[src/rtl/civm_defs.svh]
// Purpose: offsets, reset values and vectors of the interrupt vectoring block
// Assumes: 8-bit register port, 3-bit word address
// Notes: definitions only
`ifndef CIVM_DEFS_SVH
`define CIVM_DEFS_SVH

// register offsets
`define CIVM_OFS_TIMER_EN   3'h0
`define CIVM_OFS_PERIPH_EN  3'h1
`define CIVM_OFS_PROMOTE    3'h2
`define CIVM_OFS_SYSCTL     3'h3
`define CIVM_OFS_STATUS     3'h4
`define CIVM_OFS_SERIAL_EN  3'h5

// reset values
`define CIVM_RST_PROMOTE    4'h5
`define CIVM_RST_EN         8'h00

// vector locations, high byte at the even address
`define CIVM_VEC_I_BASE     16'hffd6
`define CIVM_VEC_PSEUDO_NMI 16'hfff4
`define CIVM_VEC_SOFT_TRAP  16'hfff6
`define CIVM_VEC_ILLEGAL    16'hfff8
`define CIVM_VEC_WATCHDOG   16'hfffa
`define CIVM_VEC_CLKMON     16'hfffc

// number of I-masked vector slots
`define CIVM_NUM_I_SRC      15
`define CIVM_IDX_EXT_PIN    4'he

`endif

[src/rtl/civm_pkg.sv]
// Purpose: types shared by the interrupt vectoring block
// Assumes: nothing
// Notes: constants live in civm_defs.svh
package civm_pkg;

   // raw requests from the on-chip sources and pins
   typedef struct packed {
      logic ext_pin;
      logic handshake;
      logic periodic_tick;
      logic [2:0] capture;  // [0] is capture 1
      logic [4:0] compare;  // [0] is compare 1
      logic timer_ovf;
      logic pulse_ovf;
      logic pulse_edge;
      logic sync_serial;
      logic rx_full;
      logic rx_overrun;
      logic idle_line;
      logic tx_empty;
      logic tx_complete;
   } civm_src_s;

   // interrupt mask bits of the condition code register
   typedef struct packed {
      logic x;
      logic i;
   } civm_ccr_s;

   typedef enum logic [1:0] {
      CIVM_RUN,
      CIVM_STACK,
      CIVM_FETCH,
      CIVM_TRAP
   } civm_state_e;

endpackage

[src/rtl/civm_core.sv]
// Purpose: interrupt acceptance, priority, masking and vectoring
// Assumes: sequencer gives boundary, stacking and fetch strobes
// Notes: vector_o is the even address holding the high byte
//
// Design decisions made here: the register offsets and strobed register access.
`timescale 1ns/10ps
`include "civm_defs.svh"

module civm_core
   import civm_pkg::*;
(
   // clock and reset
   input wire logic core_clk_i,
   input wire logic rst_n_i,
   // register port
   input wire logic [2:0] reg_addr_i,
   input wire logic [7:0] reg_wdata_i,
   input wire logic reg_wr_i,
   input wire logic reg_rd_i,
   output logic [7:0] reg_rdata_o,
   // request sources
   input wire civm_src_s src_i,
   input wire logic pseudo_nmi_pin_i,
   input wire logic illegal_op_i,
   input wire logic watchdog_fail_i,
   input wire logic clock_fail_i,
   // sequencer strobes
   input wire logic instr_done_i,
   input wire logic soft_trap_instr_i,
   input wire logic cc_stacked_i,
   input wire logic vec_fetched_i,
   input wire logic return_from_trap_instr_i,
   input wire civm_ccr_s unstacked_ccr_i,
   input wire logic ccr_load_i,
   input wire civm_ccr_s ccr_load_val_i,
   // sequencer answers
   output logic pending_o,
   output logic take_o,
   output logic [15:0] vector_o,
   output civm_ccr_s condition_code_reg_o
);

   // map a promote code onto an I-masked slot index
   function automatic logic [3:0] promote_slot(input logic [3:0] sel);
      logic [3:0] s;
      s = `CIVM_IDX_EXT_PIN;
      unique case (sel)
         4'h0: s = 4'h4;
         4'h1: s = 4'h3;
         4'h2: s = 4'h2;
         4'h3: s = 4'h1;
         4'h4: s = 4'h0;
         4'h5, 4'h6: s = `CIVM_IDX_EXT_PIN;
         4'h7: s = 4'hd;
         4'h8: s = 4'hc;
         4'h9: s = 4'hb;
         4'ha: s = 4'ha;
         4'hb: s = 4'h9;
         4'hc: s = 4'h8;
         4'hd: s = 4'h7;
         4'he: s = 4'h6;
         4'hf: s = 4'h5;
      endcase
      return s;
   endfunction

   // slot index to even vector address
   function automatic logic [15:0] slot_vector(input logic [3:0] k);
      return `CIVM_VEC_I_BASE + {11'h000, k, 1'b0};
   endfunction

   civm_state_e state_q, state_d;
   civm_ccr_s ccr_q, ccr_d;
   logic [7:0] timer_en_q, periph_en_q, serial_en_q;
   logic [3:0] promote_q;
   logic watchdog_disable_q, clock_monitor_enable_q;
   logic pseudo_nmi_pin_entry_q;
   logic take_q;
   logic [15:0] vector_q;
   logic [7:0] rdata_q;

   // local enables by name; compare and capture hits gated at once
   wire logic [4:0] cmp_on = src_i.compare & timer_en_q[4:0];
   wire logic [2:0] cap_on = src_i.capture & timer_en_q[7:5];
   wire logic timer_overflow_irq_enable = periph_en_q[0];
   wire logic pulse_overflow_irq_enable = periph_en_q[1];
   wire logic pulse_edge_irq_enable = periph_en_q[2];
   wire logic sync_serial_irq_enable = periph_en_q[3];
   wire logic periodic_tick_irq_enable = periph_en_q[4];
   wire logic handshake_irq_enable = periph_en_q[5];
   wire logic receive_irq_enable = serial_en_q[0];
   wire logic idle_line_irq_enable = serial_en_q[1];
   wire logic tx_empty_irq_enable = serial_en_q[2];
   wire logic tx_complete_irq_enable = serial_en_q[3];

   // serial causes folded onto one vector
   wire logic serial_req = ((src_i.rx_full | src_i.rx_overrun)
      & receive_irq_enable) | (src_i.idle_line & idle_line_irq_enable)
      | (src_i.tx_empty & tx_empty_irq_enable)
      | (src_i.tx_complete & tx_complete_irq_enable);

   // I-masked slots, index k vectors at base plus 2k
   wire logic [14:0] slot_req = {
      src_i.ext_pin | (src_i.handshake & handshake_irq_enable),
      src_i.periodic_tick & periodic_tick_irq_enable,
      cap_on[0], cap_on[1], cap_on[2],  // capture 1 on the higher slot
      cmp_on[0], cmp_on[1], cmp_on[2], cmp_on[3], cmp_on[4],
      src_i.timer_ovf & timer_overflow_irq_enable,
      src_i.pulse_ovf & pulse_overflow_irq_enable,
      src_i.pulse_edge & pulse_edge_irq_enable,
      src_i.sync_serial & sync_serial_irq_enable,
      serial_req};

   // I gating of the slots
   wire logic [14:0] slot_live = slot_req & {15{~ccr_q.i}};
   wire logic [3:0] promo_k = promote_slot(promote_q);
   wire logic promo_hit = slot_live[promo_k];

   // fixed order among I slots, highest index first
   logic [3:0] fixed_k;
   always_comb begin
      fixed_k = 4'h0;
      for (int k = 0; k < `CIVM_NUM_I_SRC; k++) begin
         if (slot_live[k]) begin
            fixed_k = 4'(k);
         end
      end
   end

   // non-I sources
   wire logic clkmon_req = clock_fail_i & clock_monitor_enable_q;
   wire logic wdog_req = watchdog_fail_i & ~watchdog_disable_q;
   wire logic pseudo_nmi_pin_req = pseudo_nmi_pin_i & ~ccr_q.x;
   wire logic any_req = clkmon_req | wdog_req | illegal_op_i
      | pseudo_nmi_pin_req | (|slot_live);

   // winning vector; non-I order then promoted then fixed
   wire logic [15:0] win_vec =
      clkmon_req   ? `CIVM_VEC_CLKMON :
      wdog_req     ? `CIVM_VEC_WATCHDOG :
      illegal_op_i ? `CIVM_VEC_ILLEGAL :
      pseudo_nmi_pin_req     ? `CIVM_VEC_PSEUDO_NMI :
      promo_hit    ? slot_vector(promo_k) :
      slot_vector(fixed_k);

   // accept only at an instruction boundary while running
   wire logic accept = (state_q == CIVM_RUN) & instr_done_i & any_req;
   wire logic trap_start = (state_q == CIVM_RUN) & soft_trap_instr_i
      & ~accept;

   // register decode
   wire logic wr_timer = reg_wr_i & (reg_addr_i == `CIVM_OFS_TIMER_EN);
   wire logic wr_periph = reg_wr_i & (reg_addr_i == `CIVM_OFS_PERIPH_EN);
   wire logic wr_serial = reg_wr_i & (reg_addr_i == `CIVM_OFS_SERIAL_EN);
   wire logic wr_promote = reg_wr_i & (reg_addr_i == `CIVM_OFS_PROMOTE)
      & ccr_q.i;
   wire logic wr_sysctl = reg_wr_i & (reg_addr_i == `CIVM_OFS_SYSCTL);

   // read mux, unmapped reads give zero
   logic [7:0] rd_mux;
   always_comb begin
      unique case (reg_addr_i)
         `CIVM_OFS_TIMER_EN: rd_mux = timer_en_q;
         `CIVM_OFS_PERIPH_EN: rd_mux = periph_en_q;
         `CIVM_OFS_SERIAL_EN: rd_mux = serial_en_q;
         `CIVM_OFS_PROMOTE: rd_mux = {4'h0, promote_q};
         `CIVM_OFS_SYSCTL: rd_mux = {6'h00, clock_monitor_enable_q,
            watchdog_disable_q};
         `CIVM_OFS_STATUS: rd_mux = {3'h0, any_req, state_q, ccr_q};
         default: rd_mux = 8'h00;
      endcase
   end

   // sequencing of entry
   always_comb begin
      state_d = state_q;
      unique case (state_q)
         CIVM_RUN: begin
            if (accept) begin
               state_d = CIVM_STACK;
            end else if (trap_start) begin
               state_d = CIVM_TRAP;
            end
         end
         CIVM_STACK, CIVM_TRAP: begin
            if (cc_stacked_i) begin
               state_d = CIVM_FETCH;
            end
         end
         CIVM_FETCH: begin
            if (vec_fetched_i) begin
               state_d = CIVM_RUN;
            end
         end
      endcase
   end

   // mask bit updates
   always_comb begin
      ccr_d = ccr_q;
      if (return_from_trap_instr_i) begin
         ccr_d = unstacked_ccr_i;
      end else if (ccr_load_i) begin
         ccr_d.i = ccr_load_val_i.i;
         ccr_d.x = ccr_q.x & ccr_load_val_i.x;
      end
      if (cc_stacked_i && state_q != CIVM_RUN
         && state_q != CIVM_FETCH) begin
         ccr_d.i = 1'b1;
         if (pseudo_nmi_pin_entry_q) begin
            ccr_d.x = 1'b1;
         end
      end
   end

   // state and mask flops
   always_ff @(posedge core_clk_i or negedge rst_n_i) begin
      if (!rst_n_i) begin
         state_q <= CIVM_RUN;
         ccr_q <= '{x: 1'b1, i: 1'b1};
      end else begin
         state_q <= state_d;
         ccr_q <= ccr_d;
      end
   end

   // vector capture at acceptance or soft trap start
   always_ff @(posedge core_clk_i or negedge rst_n_i) begin
      if (!rst_n_i) begin
         take_q <= 1'b0;
         vector_q <= 16'h0000;
         pseudo_nmi_pin_entry_q <= 1'b0;
      end else begin
         take_q <= accept | trap_start;
         if (accept) begin
            vector_q <= win_vec;
            pseudo_nmi_pin_entry_q <= win_vec == `CIVM_VEC_PSEUDO_NMI;
         end else if (trap_start) begin
            vector_q <= `CIVM_VEC_SOFT_TRAP;
            pseudo_nmi_pin_entry_q <= 1'b0;
         end
      end
   end

   // software registers
   always_ff @(posedge core_clk_i or negedge rst_n_i) begin
      if (!rst_n_i) begin
         timer_en_q <= `CIVM_RST_EN;
         periph_en_q <= `CIVM_RST_EN;
         serial_en_q <= `CIVM_RST_EN;
         promote_q <= `CIVM_RST_PROMOTE;
         watchdog_disable_q <= 1'b0;
         clock_monitor_enable_q <= 1'b0;
         rdata_q <= 8'h00;
      end else begin
         if (wr_timer) timer_en_q <= reg_wdata_i;
         if (wr_periph) periph_en_q <= reg_wdata_i;
         if (wr_serial) serial_en_q <= reg_wdata_i;
         if (wr_promote) promote_q <= reg_wdata_i[3:0];
         if (wr_sysctl) watchdog_disable_q <= reg_wdata_i[0];
         if (wr_sysctl) clock_monitor_enable_q <= reg_wdata_i[1];
         rdata_q <= reg_rd_i ? rd_mux : 8'h00;
      end
   end

   // outputs
   assign pending_o = any_req;
   assign take_o = take_q;
   assign vector_o = vector_q;
   assign condition_code_reg_o = ccr_q;
   assign reg_rdata_o = rdata_q;
endmodule // civm_core

[config.mk]
export PLATFORM = sky130hd
export DESIGN_NAME = civm_core
export DESIGN_NICKNAME = d
export VERILOG_FILES = /design/src/rtl/civm_pkg.sv /design/src/rtl/civm_core.sv
export VERILOG_INCLUDE_DIRS = /design/src /design/src/rtl
export SDC_FILE = /design/constraint.sdc
export NUM_CORES = 1
export LEC_CHECK = 0
export BUFFER_PORTS_ARGS = -buffer_cell sky130_fd_sc_hd__buf_2
export CAP_MARGIN = 10
export CORE_AREA = 2 2 111 59
export DETAILED_ROUTE_END_ITERATION = 6
export DIE_AREA = 0 0 113 61
export MAX_ROUTING_LAYER = met4
export PLACE_DENSITY = 0.79
export SYNTH_ARGS = -nofsm -noshare
export SYNTH_HDL_FRONTEND = slang
export SYNTH_SLANG_ARGS = --single-unit
[constraint.sdc]
create_clock -name core_clk_i -period 4.85 [get_ports core_clk_i]
set_input_delay 0.97 -clock core_clk_i [delete_from_list [all_inputs] [get_ports core_clk_i]]
set_output_delay 0.97 -clock core_clk_i [all_outputs]
set_load 0.01 [all_outputs]
======== Word-level counts from Yosys, hierarchy flattened ========
Memories as Yosys holds them, arrays and structs flattened.
Index checks and enable logic that the tools add are counted.
W data, S select, Z words.
word-level totals
  bits in registers ....................... 60
  bits in read-only memories .............. 64
  output and inout port bits .............. 28
  logic and storage cells ................. 117
  memories kept ........................... 1
cells by class
  add/subtract/negate cells ............... 2
  magnitude comparators ................... 1
  equality and inequality tests ........... 13
  mux-type cells .......................... 36
  bitwise operators ....................... 41
  reductions and logical operators ........ 10
memory list
  name              words  bits a word  rd ports  clocked after Yosys merged registers in  wr ports  line             RTL
  (name not given)  16     4            1         0                                        0         civm_core.sv:47  unique case (sel)
operators with widths
  operator                number
  $mux W16                7
  $pmux W8 S6             1
  $mux W4                 10
  $and A1 B1 Y1           24
  $mux W2                 9
  $add A7 B6 Y8 const A   2
  $eq A16 B16 Y1 const B  1
  $and A15 B15 Y15        1
  $reduce_or A15 Y1       1
  $or A1 B1 Y1            10
  $mux W8                 1
  $eq A3 B2 Y1 const B    2
  $eq A3 B3 Y1 const B    2
  $ne A2 B2 Y1 const B    3
  $pmux W2 S3             1
  $and A5 B5 Y5           1
  $lt A4 B5 Y1 const B    1
  $mux W1                 5
  $bmux W1 S4             1
  $eq A2 B2 Y1 const B    2
  $not A1 Y1              4
  $reduce_bool A2 Y1      2
  $and A3 B3 Y3           1
  $eq A3 B1 Y1 const B    1
  other kinds (9)         10

======== Longest topological paths before layout ========
Gate-level depths: netlist (run 1).
  word-level depth ........................ 28
  mapped depth ............................ 16
  depth with buffers taken out ............ 15

======== Least setup slack after synthesis (run 1) ========
No wires, ideal clock.
  kind .................................... reg2reg
  start point ............................. register promote_q[0]
  end point ............................... register pseudo_nmi_pin_entry_q
  library setup time ...................... 96 ps
  arrival ................................. 3,750 ps
  setup slack ............................. 1,005 ps
  stages on the path, launching flop included .. 15
  buffers on the path ..................... 0
  clock period less this slack ............ 3,845 ps
  path through ............................ dfstp_2 inv_6 ha_1 xor2_2 nor3_1 a2111oi_1 a311oi_2 a2111oi_2 mux2_4 ha_1 nor3_1 o21a_1 nor3_4 or4_1 o32ai_2
on the way
  cells in the longest elaborated chain, start to end .. 10
RTL lines
  what                                                                   line              RTL
  start, declared                                                        civm_core.sv:75   logic [3:0] promote_q;
  start signal, assigned                                                 civm_core.sv:251  promote_q <= `CIVM_RST_PROMOTE;
  start signal, assigned                                                 civm_core.sv:259  if (wr_promote) promote_q <= reg_wdata_i[3:0];
  $mem_v2 Z16 W4 *                                                       n/a
  parallel branches: the longest is 2 deep, another holds $add A7 B6 Y8  n/a
  $mux W16 *                                                             civm_core.sv:143  promo_hit ? slot_vector(promo_k) :
  $mux W16 *                                                             civm_core.sv:142  pseudo_nmi_pin_req ? `CIVM_VEC_PSEUDO_NMI :
  $mux W16 *                                                             civm_core.sv:141  illegal_op_i ? `CIVM_VEC_ILLEGAL :
  $mux W16 *                                                             civm_core.sv:140  wdog_req ? `CIVM_VEC_WATCHDOG :
  $mux W16 *                                                             civm_core.sv:139  clkmon_req ? `CIVM_VEC_CLKMON :
  $eq A16 B16 Y1 (no line) *                                             n/a
  $mux W1 *                                                              civm_core.sv:235  if (accept) begin
  end signal, assigned                                                   civm_core.sv:237  pseudo_nmi_pin_entry_q <= win_vec == `CIVM_VEC_PSEUDO_NMI;
  end, declared                                                          civm_core.sv:77   logic pseudo_nmi_pin_entry_q;
Mark *: on every way between the ends. The select of a mux whose other input is x is not followed.
A chain may end at the register's enable or synchronous reset.

======== Final worst setup path (run 1) ========
Ends and elaborated chain as after synthesis.

==> metrics.md, run 1 <==
| Metric | Value |
|---|---|
| Outcome | complete, but fails checks |
| Failing checks | design-rule violations |
| Initial Util | 0.527 |
| Critical Path Sink Type | flip-flop |
| Clk slew on worst S/H paths | 0.07 ns |
| Vias per inst | 6.02 |
| Die area | 0.00689 mm² |
| CP Data Required Time | 5.05 ns |
| Rows | 20 |
| Most common cell after layout, fill and taps aside | buf_2 |
| Unrepaired setup endpoints after global routing | false |
| Met2 wire len | 3.63 mm |
| Sequential cell area | 0.00126 mm² |
| GP Congestion | 0.935 |
| Post-synth EDFFs | 0 |
| Wire length on met3 | 948 µm |
| Routed len/inst | 19.6 µm |
| Final setup TNS | 0 ns |
| Worst setup margin | 0.483 ns |
| Global Route Usage Sum | 0.284 |
| Most frequent cells in the layout | buf_2 (75), dfrtp_1 (46), mux2_2 (31) |
| Crit path cell chain | inv_6, ha_1, xor2_2, nor3_1, a2111oi_1, a311oi_2, a2111oi_2, mux2_4, ha_1, nor3_1, o21a_1, nor3_4, or4_1, o32ai_2 |
| DRC | 3 |
| Setup repair bufs after CTS | 0 |
| Slew Limit Fails | 0 |
| Final wirelength | 8.79 mm |
| Layout fillers | 508 |
| Initial antenna violation count | 0 |
| Final #Nets | 422 |
| YS warnings | 0 |
| Largest net degree at the start of global routing | 51 |
| MaxCap Viol Count | 0 |
| Clock latency on the worst-skew pair | 0.29 ns |
| Min-delay worst type | flip-flop to flip-flop |
| Period utilization | 0.900 |
| WS Path Type | flip-flop to flip-flop |
| Worst Max-Slew Pin Slew | 1.09 ns |
| CTS sink cnt | 50 |
| TritonRoute pass-1 iters | 7 |
| Ratio of cells with drive above 1 in the final layout | 0.375 |
| Top layer used by detailed routing | met4 |
| Root buf cell | clkbuf_16 |
| #FFs+latches synth | 50 |
| Synth Cell Area | 0.00311 mm² |
| Skew final | 0.00875 ns |
| Final core utilization | 0.615 |
| Final min period | 4.37 ns |
| DR vias | 2696 |
| Vias in the first global route | 2609 |
| Slew margin rel. | 0.274 |
| Detailed placement HPWL | 6.85 mm |
| Layout area overhead | 16.6% |
| CTS buffer count | 5 |
| Hold buffers post-CTS | 0 |
| Critical Path Max Stage Delay | 0.60 ns |
| VDD IR max | 0.000295 V |
| Post-Place Cells | 440 |
| DR iter-0 viols | 227 |
| # resized after CTS | 0 |
| Max Buffers Root-to-Sink | 2 |
| Die extent in y | 61 µm |
| Final cell count without fillers | 448 |
| Global-route wire length before repair | 14.0 mm |
| Synth Net Count | 359 |
| Core footprint | 0.00591 mm² |
| Fin. Hold Viols | 0 |
| Critical path's slowest cell | dfstp_2 |
| Syn avg cell area | 10.1 µm² |
| Sequential area share after synthesis | 0.403 |
| Die span in x | 113 µm |
| Number of routed nets with antenna violations | 0 |
| Area of the multi-input gates | 0.00167 mm² |
| Post-synth top flop | dfrtp_1 |
| Netlist cell types | 77 |
| Endpoints failing setup | 0 |
| Final Power | 1.79 mW |
| # IOs | 77 |
| Ys async rst share | 1.00 |
| Max Clock Freq | 229 MHz |
| Port bufs | 75 |
| ANT cells | 0 |
| PD cells | 494 mW/mm² |
| CP Launch Type | flip-flop |
| CTS tree | done |
| Met1 wire length | 4.17 mm |
| DP Worst Slack | 0.569 ns |
| Static Leak | 1.63 nW |
| Grt ovf | 0 |
| H-tree levels | 2 |
| Arrival time worst endpoint | 4.57 ns |
| Mapped Cells | 307 |
| CP Max Fanout | 7 |
power by group:
group	switching (mW)	internal (mW)
Clock	0.162	0.245
Sequential	0.122	0.523
Combinational	0.410	0.332
cell families after synthesis:
kind of cell,synth area share
AO/OA/AOI/OAI,0.173
AND/OR/NAND/NOR,0.172
buffers and inverters,0.0603
flip-flops,0.403
other,0.00120
adder cells (fa/ha/maj),0.0121
XOR/XNOR,0.0137
multiplexers,0.165
cell usage after synthesis, types with 2 or more instances:
| master | n | area share |
|---|---|---|
| a21oi_1 | 16 | 0.026 |
| dfstp_2 | 4 | 0.034 |
| o21ai_0 | 12 | 0.019 |
| xnor2_1 | 2 | 0.0056 |
| o21a_1 | 2 | 0.0048 |
| a211oi_1 | 5 | 0.012 |
| nand2b_1 | 9 | 0.018 |
| nor2_1 | 17 | 0.020 |
| dfrtp_1 | 46 | 0.37 |
| buf_6 | 2 | 0.0072 |
| o32ai_1 | 2 | 0.0056 |
| a41o_1 | 2 | 0.0064 |
| inv_1 | 11 | 0.013 |
| nor2b_1 | 6 | 0.012 |
| and2_1 | 3 | 0.0060 |
| mux2_2 | 31 | 0.11 |
| buf_4 | 11 | 0.027 |
| mux2i_1 | 9 | 0.029 |
| and3_1 | 2 | 0.0040 |
| a31oi_1 | 3 | 0.0060 |
| nand4_1 | 2 | 0.0040 |
| a21boi_0 | 2 | 0.0048 |
| or2_2 | 2 | 0.0040 |
| nand2_1 | 28 | 0.034 |
| a22oi_1 | 2 | 0.0048 |
| o22ai_1 | 2 | 0.0040 |
| o211ai_1 | 3 | 0.0072 |
| mux4_2 | 2 | 0.014 |
| a41oi_1 | 3 | 0.0084 |
| o21ai_1 | 3 | 0.0048 |
| nand3_1 | 5 | 0.0080 |
| nor3_1 | 7 | 0.011 |
| ha_1 | 3 | 0.012 |
| clkbuf_1 | 5 | 0.0060 |
stage by stage:
stage	area (µm²)	hold slack, ns
2_1_floorplan	3110	0.467
3_3_place_gp	3460	0.484
3_5_place_dp	3460	0.494
4_1_cts	3630	0.509
5_1_grt	3630	0.537
6_report	3630	0.509
final timing paths:
check                                from                endpoint  slack (ns)  cells past startpoint
min reg2reg                serial_en_q[5]          serial_en_q[5]        0.51                      1
min                        serial_en_q[5]          serial_en_q[5]        0.51                      1
min in group asynchronous         rst_n_i          serial_en_q[1]        0.77                      2
max in group asynchronous         rst_n_i  clock_monitor_enable_q        3.64                      2
max reg2reg                  promote_q[0]  pseudo_nmi_pin_entry_q        0.48                     14
max                          promote_q[0]  pseudo_nmi_pin_entry_q        0.48                     14
critical path, delay by kind of cell, from the launching register on:
kind	cells	cell delay [ns]
AO/OA/AOI/OAI	5	1.54
AND/OR/NAND/NOR	4	0.88
adder cells (fa/ha/maj)	2	0.52
buffers and inverters	1	0.05
flip-flops	1	0.60
XOR/XNOR	1	0.31
multiplexers	1	0.36
routing by layer:
metal / GRT usage / up-vias
li1: - / 1249
met1: 0.408 / 1317
met2: 0.395 / 124
met3: 0.0979 / 6
met4: 0.0383 / 0
met5: - / -
layout make-up:
class | instances | area share
Clock inverter | 3 | 0.0121
Sequential cell | 50 | 0.346
Tap cell | 77 | 0.0265
Inverter | 12 | 0.0138
Multi-Input combinational cell | 224 | 0.460
Clock buffer | 5 | 0.0344
Timing Repair Buffer | 77 | 0.107
registers in the layout, summed over array words and instances, names as in the netlist:
register and flops:
promote_q 4, watchdog_disable_q 1, pseudo_nmi_pin_entry_q 1, timer_en_q 8, clock_monitor_enable_q 1, serial_en_q 8
take_o 1, condition_code_reg_o 2, vector_o 6, periph_en_q 8, reg_rdata_o 8, state_q 2
(Power assumes the default switching activity.)
==> inputs of run 2 (changes only) <==
Settings changed: GPL_TIMING_DRIVEN set to 0, RECOVER_POWER set to 25.
==> run 2 against run 1 <==
Net effect:
- the run ends with design-rule violations, max-capacitance violations, max-slew violations left
- largest power group unchanged
- core utilization increased by 2.0 points
- worst setup slack improved by 0.0063 ns
- sequential share of layout area decreased by 1.1 points
- highest routed layer unchanged
- critical path type unchanged
- worst hold slack got worse by 0.0049 ns
==> metrics.md, run 2 (synthesis results as in run 1) <==
| Metric | Value |
|---|---|
| Clock power frac | 0.226 |
| Combinational power share | 0.445 |
| Final min period | 4.36 ns |
| Layout area overhead | 20.5% |
| Switching share of power | 0.386 |
| Largest net degree at the start of global routing | 51 |
| Final cell count without fillers | 466 |
| Critical R2R Capture | pseudo_nmi_pin_entry_q |
| Post-Place Cells | 457 |
| DR vias | 2820 |
| Seq pwr share | 0.329 |
| CTS sink cnt | 50 |
| Flop2flop setup slack | 0.49 ns |
| Initial antenna violation count | 0 |
| Final wirelength | 8.76 mm |
| Max Buffers Root-to-Sink | 2 |
| Port bufs | 73 |
| Most common cell after layout, fill and taps aside | buf_2 |
| TritonRoute pass-1 iters | 7 |
| Met1 wire length | 4.18 mm |
| Reg2Reg Depth | 14 |
| Failing checks | design-rule violations, max-capacitance violations, max-slew violations |
| WHS Path Cells | 1 |
| Worst R2R Start | promote_q[0] |
| # IOs | 77 |
| Setup repair bufs after CTS | 0 |
| Die span in x | 113 µm |
| Core footprint | 0.00591 mm² |
| Slew margin rel. | -0.00439 |
| Vias per inst | 6.05 |
| Worst setup margin | 0.489 ns |
| CTS buffer count | 5 |
| Die area | 0.00689 mm² |
| DRC | 3 |
| Hold path endpoint | serial_en_q[7] |
| WS Path Type | flip-flop to flip-flop |
| Fin. Hold Viols | 0 |
| Clock latency on the worst-skew pair | 0.30 ns |
| Switching power total | 0.705 mW |
| Critical Path Sink Type | flip-flop |
| DR iter-0 viols | 250 |
| Hold Worst Slack | 0.504 ns |
| Final #Nets | 440 |
| Clk slew on worst S/H paths | 0.07 ns |
| DP Worst Slack | 0.523 ns |
| CP Launch Type | flip-flop |
| Vias in the first global route | 2506 |
| Routed len/inst | 18.8 µm |
| MaxCap Viol Count | 1 |
| Detailed placement HPWL | 6.79 mm |
| Skew final | 0.00371 ns |
| Min-delay worst type | flip-flop to flip-flop |
| Root buf cell | clkbuf_16 |
| # resized after CTS | 0 |
| Hold path start | serial_en_q[7] |
| Static Leak | 1.69 nW |
| Slew Limit Fails | 28 |
| Wire length on met3 | 1.12 mm |
| H-tree levels | 2 |
| Unrepaired setup endpoints after global routing | false |
| ANT cells | 0 |
| Placed cell areas | 0.00358 mm² |
| VDD IR max | 0.000213 V |
| P_int | 1.12 mW |
| Fin area | 0.00375 mm² |
| Global Route Usage Sum | 0.275 |
| Arrival time worst endpoint | 4.56 ns |
| Global-route wire length before repair | 13.4 mm |
| Ratio of cells with drive above 1 in the final layout | 0.383 |
| Initial Util | 0.527 |
| Met2 wire len | 3.37 mm |
| Rows | 20 |
| PD cells | 487 mW/mm² |
| Outcome | complete, but fails checks |
| GP Congestion | 0.945 |
| CP Max Fanout | 7 |
| Max Clock Freq | 229 MHz |
| Die extent in y | 61 µm |
| Hold buffers post-CTS | 0 |
| Final setup TNS | 0 ns |
| CTS tree | done |
| Most frequent cells in the layout | buf_2 (72), dfrtp_1 (46), mux2_2 (31) |
| CP Data Required Time | 5.05 ns |
| Number of routed nets with antenna violations | 0 |
| Period utilization | 0.899 |
| Top layer used by detailed routing | met4 |
| Endpoints failing setup | 0 |
| Grt ovf | 0 |
| Worst Max-Slew Pin Slew | 1.51 ns |
==> run 2: worst max-delay path: stages, from the launching register on <==
cell       delay [ns]
dfstp_2          0.60
inv_6            0.05
ha_1             0.28
xor2_2           0.29
nor3_1           0.09
a2111oi_1        0.48
a311oi_2         0.16
a2111oi_2        0.49
mux2_4           0.36
ha_1             0.22
nor3_1           0.25
o21a_1           0.19
nor3_4           0.05
or4_1            0.52
o32ai_2          0.22
==> run 2: power groups by stage <==
| stage | Combinational (mW) | Clock, mW | Sequential [mW] |
|---|---|---|---|
| global route | 0.885 | 0.432 | 0.612 |
| CTS | 0.793 | 0.414 | 0.598 |
| global placement | 0.776 | 0 | 0.601 |
| detailed placement | 0.785 | 0 | 0.606 |
| floorplan | 0.571 | 0 | 0.599 |
| finish | 0.813 | 0.412 | 0.600 |
==> run 2: cell type report <==
type	instances	area, µm²
Buffer	21	138
Inverter	12	50.0
Fill cell	494	2150
Clock buffer	5	125
Timing Repair Buffer	74	367
Clock inverter	3	43.8
Tap cell	77	96.3
Multi-Input combinational cell	224	1680
Sequential cell	50	1260
==> run 2: per-stage QoR <==
stage / power, mW / util
after detailed placement: 1.39 / 0.607
after CTS: 1.81 / 0.635
final: 1.83 / 0.635
after floorplan: 1.17 / -
after global placement: 1.38 / 0.606
after global routing: 1.93 / 0.635
==> run 2: how the worst max path moves through the flow <==
stage,from,endpoint,depth (start not counted)
2_1_floorplan,promote_q[0],pseudo_nmi_pin_entry_q,14
3_3_place_gp,src_i[18],pseudo_nmi_pin_entry_q,13
3_5_place_dp,src_i[18],pseudo_nmi_pin_entry_q,13
4_1_cts,promote_q[0],pseudo_nmi_pin_entry_q,14
5_1_grt,promote_q[0],pseudo_nmi_pin_entry_q,14
6_report,promote_q[0],pseudo_nmi_pin_entry_q,14
==> run 2: per-layer routing <==
metal / vias up / global-route usage
li1: 1283 / -
met1: 1361 / 0.410
met2: 164 / 0.352
met3: 12 / 0.0929
met4: 0 / 0.0627
met5: - / -
